**src/hw/flyback_seq_consts.svh**
```systemverilog
// Constants for the flyback mode and fault sequencer.
// Assumes a 200 MHz system clock; all times become cycle counts here.
`ifndef FLYBACK_SEQ_CONSTS_SVH
`define FLYBACK_SEQ_CONSTS_SVH

// ==========================================================
// Clock and times
`define CLK_MHZ              200
`define SOFT_SHORT_MS        120
`define OVERSHOOT_HOLD_MS    500
`define MS_CYCLES            (`CLK_MHZ * 1000)
`define SOFT_SHORT_CYCLES    (`SOFT_SHORT_MS * `MS_CYCLES)
`define OVERSHOOT_CYCLES     (`OVERSHOOT_HOLD_MS * `MS_CYCLES)

// ==========================================================
// Frequencies and counts
`define ABS_MIN_FREQ_HZ      1000
`define RAISED_MIN_FREQ_HZ   4000
`define ABS_MIN_PERIOD       ((`CLK_MHZ * 1000000) / `ABS_MIN_FREQ_HZ)
`define RAISED_MIN_PERIOD    ((`CLK_MHZ * 1000000) / `RAISED_MIN_FREQ_HZ)
`define PROBE_CYCLES         3
`define LOCKOUT_SKIPS        3

`endif

```
**src/hw/flyback_seq_pkg.sv**
```systemverilog
// Types for the flyback mode and fault sequencer.
// Assumes the constants header is included by the modules.
package flyback_seq_pkg;
  // Top-level sequencer states
  typedef enum logic [2:0] {
    ST_START,
    ST_PROBE,
    ST_RUN,
    ST_WAIT,
    ST_FAULT,
    ST_LOCKOUT
  } seq_state_t;

  // Supply bias level select
  typedef enum logic [1:0] {
    BIAS_START,
    BIAS_RUN,
    BIAS_WAIT,
    BIAS_FAULT
  } bias_level_t;
endpackage

```
**src/hw/min_freq_if.sv**
```systemverilog
// Link between the sequencer and its minimum-frequency tracker.
// Assumes both ends run on the same clock.
`timescale 1ns/100ps
`default_nettype none
interface min_freq_if;
  logic cycle_start;
  logic cv_mode;
  logic high_load;
  logic above_reg;
  logic overshoot_10pct;
  logic raised_min;
  logic force_cycle;
  modport tracker (input cycle_start, cv_mode, high_load, above_reg, overshoot_10pct,
                   output raised_min, force_cycle);
  modport seq (output cycle_start, cv_mode, high_load, above_reg, overshoot_10pct,
               input raised_min, force_cycle);
endinterface
`default_nettype wire

```
**src/hw/min_freq_tracker.sv**
```systemverilog
// Dynamic minimum switching frequency tracker.
// Assumes the sequencer pulses cycle_start once per switching cycle.
`timescale 1ns/100ps
`default_nettype none
`include "flyback_seq_consts.svh"
module min_freq_tracker #(
  parameter int unsigned HOLD_CYCLES = `OVERSHOOT_CYCLES,
  parameter int unsigned RAISED_PER  = `RAISED_MIN_PERIOD,
  parameter int unsigned ABS_PER     = `ABS_MIN_PERIOD
) (
  input wire logic   clk,
  input wire logic   reset,
  min_freq_if.tracker mf
);
  typedef struct packed {
    logic        raised;
    logic [31:0] hold_cnt;
    logic [31:0] gap_cnt;
    logic        force_cycle;
  } trk_t;

  trk_t s_reg;
  trk_t s_next;

  // ==========================================================
  // Raised-minimum hold and gap timer
  always_comb
  begin
    s_next = s_reg;
    s_next.force_cycle = 1'b0;
    if (mf.high_load)
      s_next.raised = 1'b1;
    if (!mf.high_load && s_reg.raised)
    begin
      if (mf.overshoot_10pct || s_reg.hold_cnt >= HOLD_CYCLES - 1)
        s_next.raised = 1'b0;
    end
    // Saturate so a long stay above regulation cannot wrap the hold timer
    if (mf.above_reg && !mf.high_load)
    begin
      if (s_reg.hold_cnt < HOLD_CYCLES - 1)
        s_next.hold_cnt = s_reg.hold_cnt + 32'h1;
    end
    else
      s_next.hold_cnt = 32'h0;
    if (mf.cycle_start)
      s_next.gap_cnt = 32'h0;
    else if (s_reg.gap_cnt >= ((s_reg.raised || mf.cv_mode && mf.high_load) ? RAISED_PER : ABS_PER) - 1)
    begin
      s_next.gap_cnt = 32'h0;
      s_next.force_cycle = 1'b1;
    end
    else
      s_next.gap_cnt = s_reg.gap_cnt + 32'h1;
  end

  always_ff @(posedge clk)
  begin
    if (reset)
      s_reg <= '0;
    else
      s_reg <= s_next;
  end

  assign mf.raised_min  = s_reg.raised;
  assign mf.force_cycle = s_reg.force_cycle;

  property p_overshoot_clear;
    @(posedge clk) disable iff (reset)
      (s_reg.raised && !mf.high_load && mf.overshoot_10pct) |=> !s_reg.raised;
  endproperty
  a_overshoot_clear: assert property (p_overshoot_clear) else $error("raised floor kept after overshoot");

  property p_load_raise;
    @(posedge clk) disable iff (reset) mf.high_load |=> s_reg.raised;
  endproperty
  a_load_raise: assert property (p_load_raise) else $error("floor not raised under load");

  property p_gap_bound;
    @(posedge clk) disable iff (reset) (s_reg.raised && $past(s_reg.raised)) |-> s_reg.gap_cnt < RAISED_PER;
  endproperty
  a_gap_bound: assert property (p_gap_bound) else $error("gap exceeds floor");
endmodule
`default_nettype wire

```
**src/hw/flyback_seq.sv**
```systemverilog
// Mode and fault sequencer of an offline flyback controller.
// Assumes comparator inputs synchronous to CLK; one pulse per cycle.
`timescale 1ns/100ps
`default_nettype none
`include "flyback_seq_consts.svh"
module flyback_seq
  import flyback_seq_pkg::*;
#(
  parameter int unsigned SOFT_SHORT_CYC = `SOFT_SHORT_CYCLES,
  parameter int unsigned HOLD_CYC       = `OVERSHOOT_CYCLES
) (
  // Clock and reset
  input  wire logic               CLK,
  input  wire logic               RESET,
  // Supply comparators
  input  wire logic               SUPPLY_ABOVE_ON,
  input  wire logic               SUPPLY_BELOW_OFF,
  // Cycle events from the power stage
  input  wire logic               CYCLE_START,
  input  wire logic               DEMAG_DONE,
  input  wire logic               CYCLE_END,
  // Sense comparators
  input  wire logic               LINE_ABOVE_RUN,
  input  wire logic               OTHER_FAULT,
  input  wire logic               AUX_BELOW_SOFT_SHORT,
  input  wire logic               OUT_BELOW_REG,
  input  wire logic               OUT_ABOVE_REG,
  input  wire logic               OUT_OVERSHOOT_10PCT,
  input  wire logic               LOAD_AT_LIMIT,
  input  wire logic               PEAK_AT_CEILING,
  input  wire logic               HIGH_LOAD,
  input  wire logic               THERMAL_PIN_LOW,
  // Outputs
  output var  logic               GATE_ENABLE,
  output var  logic               PROBE_PEAK_CURRENT,
  output var  logic               FORCE_CYCLE,
  output var  logic               RAISED_MIN_FREQUENCY,
  output var  logic               CC_MODE,
  output var  logic               SOFT_SHORT_LATCH,
  output var  logic               SAMPLED_OUT_LOW,
  output var  flyback_seq_pkg::bias_level_t BIAS_LEVEL,
  output var  flyback_seq_pkg::seq_state_t  STATE
);
  import flyback_seq_pkg::*;

  typedef struct packed {
    seq_state_t  state;
    bias_level_t bias;
    logic        gate;
    logic        probe;
    logic [1:0]  probe_cnt;
    logic        cc;
    logic        sampled_low;
    logic        latch;
    logic [1:0]  skips;
    logic [31:0] ss_cnt;
    logic        force_o;
    logic        raised_o;
  } seq_t;

  seq_t s_reg;
  seq_t s_next;
  logic fault_now;

  min_freq_if mfi ();

  // ==========================================================
  // Minimum frequency tracker hookup
  // Gap timer held while stopped, so no cycle is forced in start, fault or lockout
  assign mfi.cycle_start     = CYCLE_START || !s_reg.gate;
  assign mfi.cv_mode         = !s_reg.cc;
  assign mfi.high_load       = HIGH_LOAD;
  assign mfi.above_reg       = OUT_ABOVE_REG;
  assign mfi.overshoot_10pct = OUT_OVERSHOOT_10PCT;

  min_freq_tracker #(
    .HOLD_CYCLES (HOLD_CYC),
    .RAISED_PER  (`RAISED_MIN_PERIOD),
    .ABS_PER     (`ABS_MIN_PERIOD)
  ) u_trk (
    .clk   (CLK),
    .reset (RESET),
    .mf    (mfi.tracker)
  );

  // Thermal pin acts as an external fault source
  // thermal pin fault
  assign fault_now = OTHER_FAULT || THERMAL_PIN_LOW;

  // ==========================================================
  // Next-state logic
  always_comb
  begin
    s_next = s_reg;
    s_next.force_o  = mfi.force_cycle;
    s_next.raised_o = mfi.raised_min;

    if (CYCLE_END)
      s_next.sampled_low = OUT_BELOW_REG;

    if (CYCLE_END)
      s_next.cc = OUT_BELOW_REG && LOAD_AT_LIMIT;

    if (!(s_reg.cc && AUX_BELOW_SOFT_SHORT) ||
        !(s_reg.state inside {ST_RUN, ST_WAIT}))
      s_next.ss_cnt = 32'h0;
    else if (s_reg.ss_cnt < SOFT_SHORT_CYC - 1)
      s_next.ss_cnt = s_reg.ss_cnt + 32'h1;

    unique case (s_reg.state)
      ST_START:
      begin
        s_next.gate = 1'b0;
        s_next.bias = BIAS_START;
        if (SUPPLY_ABOVE_ON)
        begin
          if (s_reg.latch && s_reg.skips != 2'(`LOCKOUT_SKIPS))
          begin
            s_next.skips = s_reg.skips + 2'h1;
            s_next.state = ST_LOCKOUT;
            s_next.bias  = BIAS_FAULT;
          end
          else
          begin
            s_next.latch     = 1'b0;
            s_next.skips     = 2'h0;
            s_next.state     = ST_PROBE;
            s_next.gate      = 1'b1;
            s_next.probe     = 1'b1;
            s_next.probe_cnt = 2'h0;
            s_next.cc        = 1'b0;
            s_next.bias      = BIAS_RUN;
          end
        end
      end
      ST_PROBE:
      begin
        if (fault_now || SUPPLY_BELOW_OFF)
        begin
          s_next.state = ST_FAULT;
          s_next.gate  = 1'b0;
          s_next.probe = 1'b0;
          s_next.bias  = BIAS_FAULT;
        end
        else if (CYCLE_END)
        begin
          if (s_reg.probe_cnt == 2'(`PROBE_CYCLES - 1))
          begin
            s_next.probe = 1'b0;
            if (LINE_ABOVE_RUN)
              s_next.state = ST_RUN;
            else
            begin
              s_next.state = ST_FAULT;
              s_next.gate  = 1'b0;
              s_next.bias  = BIAS_FAULT;
            end
          end
          else
            s_next.probe_cnt = s_reg.probe_cnt + 2'h1;
        end
      end
      ST_RUN, ST_WAIT:
      begin
        if (PEAK_AT_CEILING || s_reg.cc || CYCLE_START)
        begin
          s_next.state = ST_RUN;
          s_next.bias  = BIAS_RUN;
        end
        else if (DEMAG_DONE)
        begin
          s_next.state = ST_WAIT;
          s_next.bias  = BIAS_WAIT;
        end
        if (SUPPLY_BELOW_OFF)
        begin
          s_next.state = ST_START;
          s_next.gate  = 1'b0;
          s_next.bias  = BIAS_START;
        end
        else if (fault_now || s_reg.ss_cnt == SOFT_SHORT_CYC - 1)
        begin
          s_next.state = ST_FAULT;
          s_next.gate  = 1'b0;
          s_next.bias  = BIAS_FAULT;
          if (s_reg.ss_cnt == SOFT_SHORT_CYC - 1)
            s_next.latch = 1'b1;
        end
      end
      ST_FAULT, ST_LOCKOUT:
      begin
        s_next.gate = 1'b0;
        s_next.bias = BIAS_FAULT;
        if (SUPPLY_BELOW_OFF)
        begin
          s_next.state = ST_START;
          s_next.bias  = BIAS_START;
        end
      end
    endcase
  end

  // ==========================================================
  // State register
  always_ff @(posedge CLK)
  begin
    if (RESET)
    begin
      s_reg       <= '0;
      s_reg.state <= ST_START;
      s_reg.bias  <= BIAS_START;
    end
    else
      s_reg <= s_next;
  end

  // Outputs come straight from the state register
  assign GATE_ENABLE          = s_reg.gate;
  assign PROBE_PEAK_CURRENT   = s_reg.probe;
  assign FORCE_CYCLE          = s_reg.force_o;
  assign RAISED_MIN_FREQUENCY = s_reg.raised_o;
  assign CC_MODE              = s_reg.cc;
  assign SOFT_SHORT_LATCH     = s_reg.latch;
  assign SAMPLED_OUT_LOW      = s_reg.sampled_low;
  assign BIAS_LEVEL           = s_reg.bias;
  assign STATE                = s_reg.state;

  // ==========================================================
  // Assertions
  // trip sets latch
  property p_ss_trip;
    @(posedge CLK) disable iff (RESET)
      (s_reg.state == ST_RUN && s_reg.ss_cnt == SOFT_SHORT_CYC - 1 && !SUPPLY_BELOW_OFF)
      |=> s_reg.latch && s_reg.state == ST_FAULT;
  endproperty
  a_ss_trip: assert property (p_ss_trip) else $error("soft-short not latched");

  property p_ss_restart;
    @(posedge CLK) disable iff (RESET) !AUX_BELOW_SOFT_SHORT |=> s_reg.ss_cnt == 32'h0;
  endproperty
  a_ss_restart: assert property (p_ss_restart) else $error("timer not restarted");

  property p_lockout_nogate;
    @(posedge CLK) disable iff (RESET) s_reg.state == ST_LOCKOUT |-> !s_reg.gate;
  endproperty
  a_lockout_nogate: assert property (p_lockout_nogate) else $error("switching in lockout");

  property p_start_nogate;
    @(posedge CLK) disable iff (RESET)
      (s_reg.state == ST_START && !SUPPLY_ABOVE_ON) |=> !s_reg.gate;
  endproperty
  a_start_nogate: assert property (p_start_nogate) else $error("switching below turn-on");

  property p_probe;
    @(posedge CLK) disable iff (RESET) s_reg.state == ST_PROBE |-> s_reg.probe && s_reg.gate;
  endproperty
  a_probe: assert property (p_probe) else $error("probe current missing");

  property p_ceiling_run;
    @(posedge CLK) disable iff (RESET)
      (s_reg.state == ST_RUN && PEAK_AT_CEILING && !fault_now && !SUPPLY_BELOW_OFF
       && s_reg.ss_cnt != SOFT_SHORT_CYC - 1) |=> s_reg.state == ST_RUN && s_reg.bias == BIAS_RUN;
  endproperty
  a_ceiling_run: assert property (p_ceiling_run) else $error("left run at ceiling");

  property p_fault_stop;
    @(posedge CLK) disable iff (RESET)
      (s_reg.state == ST_RUN && fault_now && !SUPPLY_BELOW_OFF)
      |=> !s_reg.gate && s_reg.bias == BIAS_FAULT;
  endproperty
  a_fault_stop: assert property (p_fault_stop) else $error("fault did not stop");

  property p_uvlo_stop;
    @(posedge CLK) disable iff (RESET)
      (s_reg.state == ST_WAIT && SUPPLY_BELOW_OFF) |=> s_reg.state == ST_START && s_reg.bias == BIAS_START;
  endproperty
  a_uvlo_stop: assert property (p_uvlo_stop) else $error("no stop below turn-off");

  property p_run_needs_line;
    @(posedge CLK) disable iff (RESET)
      (s_reg.state == ST_PROBE && CYCLE_END && !LINE_ABOVE_RUN && !fault_now && !SUPPLY_BELOW_OFF
       && s_reg.probe_cnt == 2'(`PROBE_CYCLES - 1)) |=> s_reg.state == ST_FAULT && !s_reg.gate;
  endproperty
  a_run_needs_line: assert property (p_run_needs_line) else $error("run entered with low line");

  property p_wait_bias;
    @(posedge CLK) disable iff (RESET)
      (s_reg.state == ST_RUN && DEMAG_DONE && !CYCLE_START && !PEAK_AT_CEILING && !s_reg.cc
       && !fault_now && !SUPPLY_BELOW_OFF && s_reg.ss_cnt != SOFT_SHORT_CYC - 1)
      |=> s_reg.state == ST_WAIT && s_reg.bias == BIAS_WAIT;
  endproperty
  a_wait_bias: assert property (p_wait_bias) else $error("no wait bias after demag");

  property p_fault_restart;
    @(posedge CLK) disable iff (RESET)
      (s_reg.state inside {ST_FAULT, ST_LOCKOUT} && SUPPLY_BELOW_OFF)
      |=> s_reg.state == ST_START && !s_reg.gate && s_reg.bias == BIAS_START;
  endproperty
  a_fault_restart: assert property (p_fault_restart) else $error("no restart after discharge");
endmodule
`default_nettype wire

```
**config.mk**
```make
export PLATFORM = sky130hd
export DESIGN_NAME = flyback_seq
export DESIGN_NICKNAME = d
export VERILOG_FILES = /design/src/hw/flyback_seq_pkg.sv /design/src/hw/min_freq_if.sv /design/src/hw/min_freq_tracker.sv /design/src/hw/flyback_seq.sv
export VERILOG_INCLUDE_DIRS = /design/src /design/src/hw
export SDC_FILE = /design/constraint.sdc
export NUM_CORES = 1
export LEC_CHECK = 0
export BUFFER_PORTS_ARGS = -buffer_cell sky130_fd_sc_hd__buf_4
export CORE_UTILIZATION = 35
export DETAILED_ROUTE_END_ITERATION = 12
export PLACE_DENSITY = 0.53
export REMOVE_ABC_BUFFERS = 1
export SLEW_MARGIN = 20
export SYNTH_ARGS = -nofsm -noshare
export SYNTH_HDL_FRONTEND = slang
export SYNTH_SLANG_ARGS = --single-unit
```
**constraint.sdc**
```tcl
create_clock -name CLK -period 2.85 [get_ports CLK]
set_input_delay 0.285 -clock CLK [delete_from_list [all_inputs] [get_ports CLK]]
set_output_delay 0.285 -clock CLK [all_outputs]
set_load 0.01 [all_outputs]
```
==> key figures <==
Synth
  • Seq cells post-synth: 114
  • Area leader, netlist: dfxtp_1
  • Post-synth EDFFs: 0
  • Post-synthesis async set-or-reset flop share: 0%
  • Synth warnings: 0
  • Cells after synthesis: 584
  • Yosys top cell area share: 43.7%
  • Synthesized area: 0.00523 mm2
  • Avg Cell Area, Syn: 8.95 um2
  • Most instantiated library cell after synthesis: dfxtp_1
  • Dominant synthesized flop cell: dfxtp_1
  • Yosys cell types: 61
  • Synth area leaders: dfxtp_1 (44%), xor2_1 (8.2%), nor2_1 (4.7%)
  • Sequential-to-total area share from yosys stat: 43.7%
  • Post-synth top cells: dfxtp_1 (114), nor2_1 (66), xor2_1 (49)

Routing
  • DR vias/cell: 5.16
  • Total number of vias: 4271
  • Drt wl/cell: 13.4 um
  • Pre-antenna DRT Iters: 5
  • Routed Wire Length: 11.1 mm
  • Starting DRT DRC Count: slightly above 300
  • # DRC: 0
  • Antenna-violating nets left: 0

Global routing
  • Remaining global-route overflow: 0
  • Initial antenna violation count: 0
  • Global-route wire length before repair: 19.3 mm
  • Met3 Use GR: 4.78%
  • Routing usage on met1: 19.5%
  • M2 GR Usage: 23.9%
  • Number of global-route vias before repair: around 4100
  • GRT Util Overall: between 15 and 20%
  • Largest net degree at the start of global routing: 26
  • Busiest grt layer: met2

Critical path
  • Critical path's slowest cell: a2111o_1
  • Reg2reg path depth: 11
  • CP Capture Type: flip-flop
  • Reg-to-reg startpoint: CC_MODE
  • Most frequent CP cell: inv_1
  • Family with the most delay on the worst path: compound AO/OA/AOI/OAI gates
  • CP cell instances: inv_1 > a21o_1 > inv_1 > ha_1 > a2111o_1 > a31oi_1 > nor3_1 > a2111oi_2 > o21ai_1 > buf_4 > nor3b_1
  • Reg2reg end: u_trk.s_reg[18]
  • WP buf/inv: 3
  • Critical path required time: 3170 ps
  • Startpoint Class: flip-flop
  • R2R setup slack: 300 ps
  • Max FO, Critical Path: 20
  • Critical Path Max Stage Delay: roughly 380 ps
  • Critical path class: flip-flop to flip-flop
  • Crit path arrival time: about 2900 ps

Power
  • PD cells: ~650 mW/mm2
  • Worst IR Drop VDD: 440 uV
  • Leak: between 2 and 2.5 nW
  • Total power draw: 4.10 mW

Status
  • Status: complete, no violations

Clock tree
  • H-Tree Depth: 4
  • Post-cts resize count: 0
  • Worst-path clk slew: 50 ps
  • Later-pin clock latency in the skew report: ~410 ps
  • Post-CTS Setup Bufs: 0
  • # hold bufs at CTS: 0
  • Num Clock Sinks: 114
  • TritonCTS clock tree: done
  • CTS max path bufs: 2
  • CTS Buf Count: 17
  • Root buffer cell: clkbuf_16

Die
  • Starting Density: 36.0%
  • Core Box Area: 0.0145 mm2
  • IO Count: 29
  • Die width: 124 um
  • Core Rows: 44
  • Die H: about 120 um
  • Die Area: 0.0154 mm2

Placement
  • Detailed placer's ending HPWL: between 7 and 8 mm
  • Buffers on Ports: 28
  • Placer Congestion: between 0.7 and 0.8

Min path
  • Min-delay src: HIGH_LOAD
  • Worst Hold Class: input pin to flip-flop
  • Hold Path Sink: u_trk.mf.raised_min
  • Hold depth: 3

STA
  • Period utilisation layout: 89.3%
  • Setup_tns: 0 ps
  • Clock period minus worst slack: 2550 ps
  • Fmax: 393 MHz
  • Setup-failing EPs final: 0
  • Slew HR: 53.1%
  • Worst-Margin Slew: 697 ps
  • Final slew viol count: 0
  • RSZ-0062 raised after global routing: no
  • Hold Vio Cnt, Final: 0
  • Final Skew: 9.30 ps

Final layout
  • Synthesis-to-finish area growth: 20.4%
  • # diodes: 0
  • Max reg flops: 64
  • Fill count: 1428
  • Final #Nets: between 600 and 700
  • Layout cells sized above 1: around 13%

Job
  • Max Cap Viol: 0
-- metal layers --
metal,vias up,wire length (um)
li1,2185,-
met1,1977,5370
met2,98,5150
met3,11,467
met4,0,124
met5,-,0
-- cells in the final DEF, fill, tap and decap left out, types with 6 or more instances in the layout --
master / count
inv_1: 9
a211oi_1: 6
nand3_1: 44
buf_4: 39
a21oi_1: 21
or4_1: 7
xnor2_1: 7
nor4_1: 7
ha_1: 17
o21ai_0: 10
nand2b_1: 6
nand2_1: 29
clkbuf_16: 17
and2_1: 15
nor2_1: 66
xor2_1: 49
or3_1: 6
nor3_1: 32
nand4_1: 25
conb_1: 13
nor2b_1: 9
dfxtp_1: 114
and3_1: 29
-- stage by stage --
step / std cells / worst slack [ps] / hold slack (ps) / cell area, um2 / utilization, %
after floorplan: 574 / 77.7 / 354 / 5150 / -
after global placement: 797 / 365 / 434 / 5680 / 39.1
after detailed placement: 797 / 207 / 451 / 5680 / 39.1
after CTS: 828 / 169 / 100 / 6290 / 43.3
after global routing: 828 / 32.5 / 131 / 6290 / 43.3
final: 828 / 304 / 110 / 6290 / 43.3
-- cell families after synthesis --
group,count (synthesis),share of synthesized area (%)
compound gates,62,8.09
xor+xnor,56,9.38
fa+ha+maj,17,4.07
buf+inv,31,2.92
flops,114,43.7
mux,3,0.574
other cells,1,0.0717
simple gates,300,31.2
-- final cells by class --
type | instances | area (um2) | share of cell area [%]
clock buffer | 21 | 450 | 7.16
clock inverter | 10 | 159 | 2.53
inverter | 9 | 33.8 | 0.537
multi-input combinational | 451 | 2840 | 45.2
sequential | 114 | 2280 | 36.3
tap | 184 | 230 | 3.66
timing repair buffer | 39 | 293 | 4.65
-- worst min-delay path, cell delays in order --
cell and delay (ps):
buf_4 100, a41oi_1 40, nor2_1 60
-- worst max path at each step --
stage	from	endpoint	slack, ps	cells after the start
floorplan	CC_MODE	u_trk.s_reg[10]	80	9
global placement	CC_MODE	u_trk.mf.force_cycle	360	11
detailed placement	CC_MODE	u_trk.s_reg[18]	210	11
CTS	CC_MODE	u_trk.s_reg[18]	170	11
global route	CC_MODE	u_trk.s_reg[5]	30	11
finish	CC_MODE	u_trk.s_reg[18]	300	11
-- report_power, final --
group,switching (mW),leakage [nW],internal (mW),total (mW)
Clock,0.711,0.293,1.47,2.19
Sequential,0.0243,0.925,1.63,1.66
Combinational,0.146,1.20,0.116,0.263
Total,0.882,2.41,3.22,4.10
(Power assumes the default switching activity.)
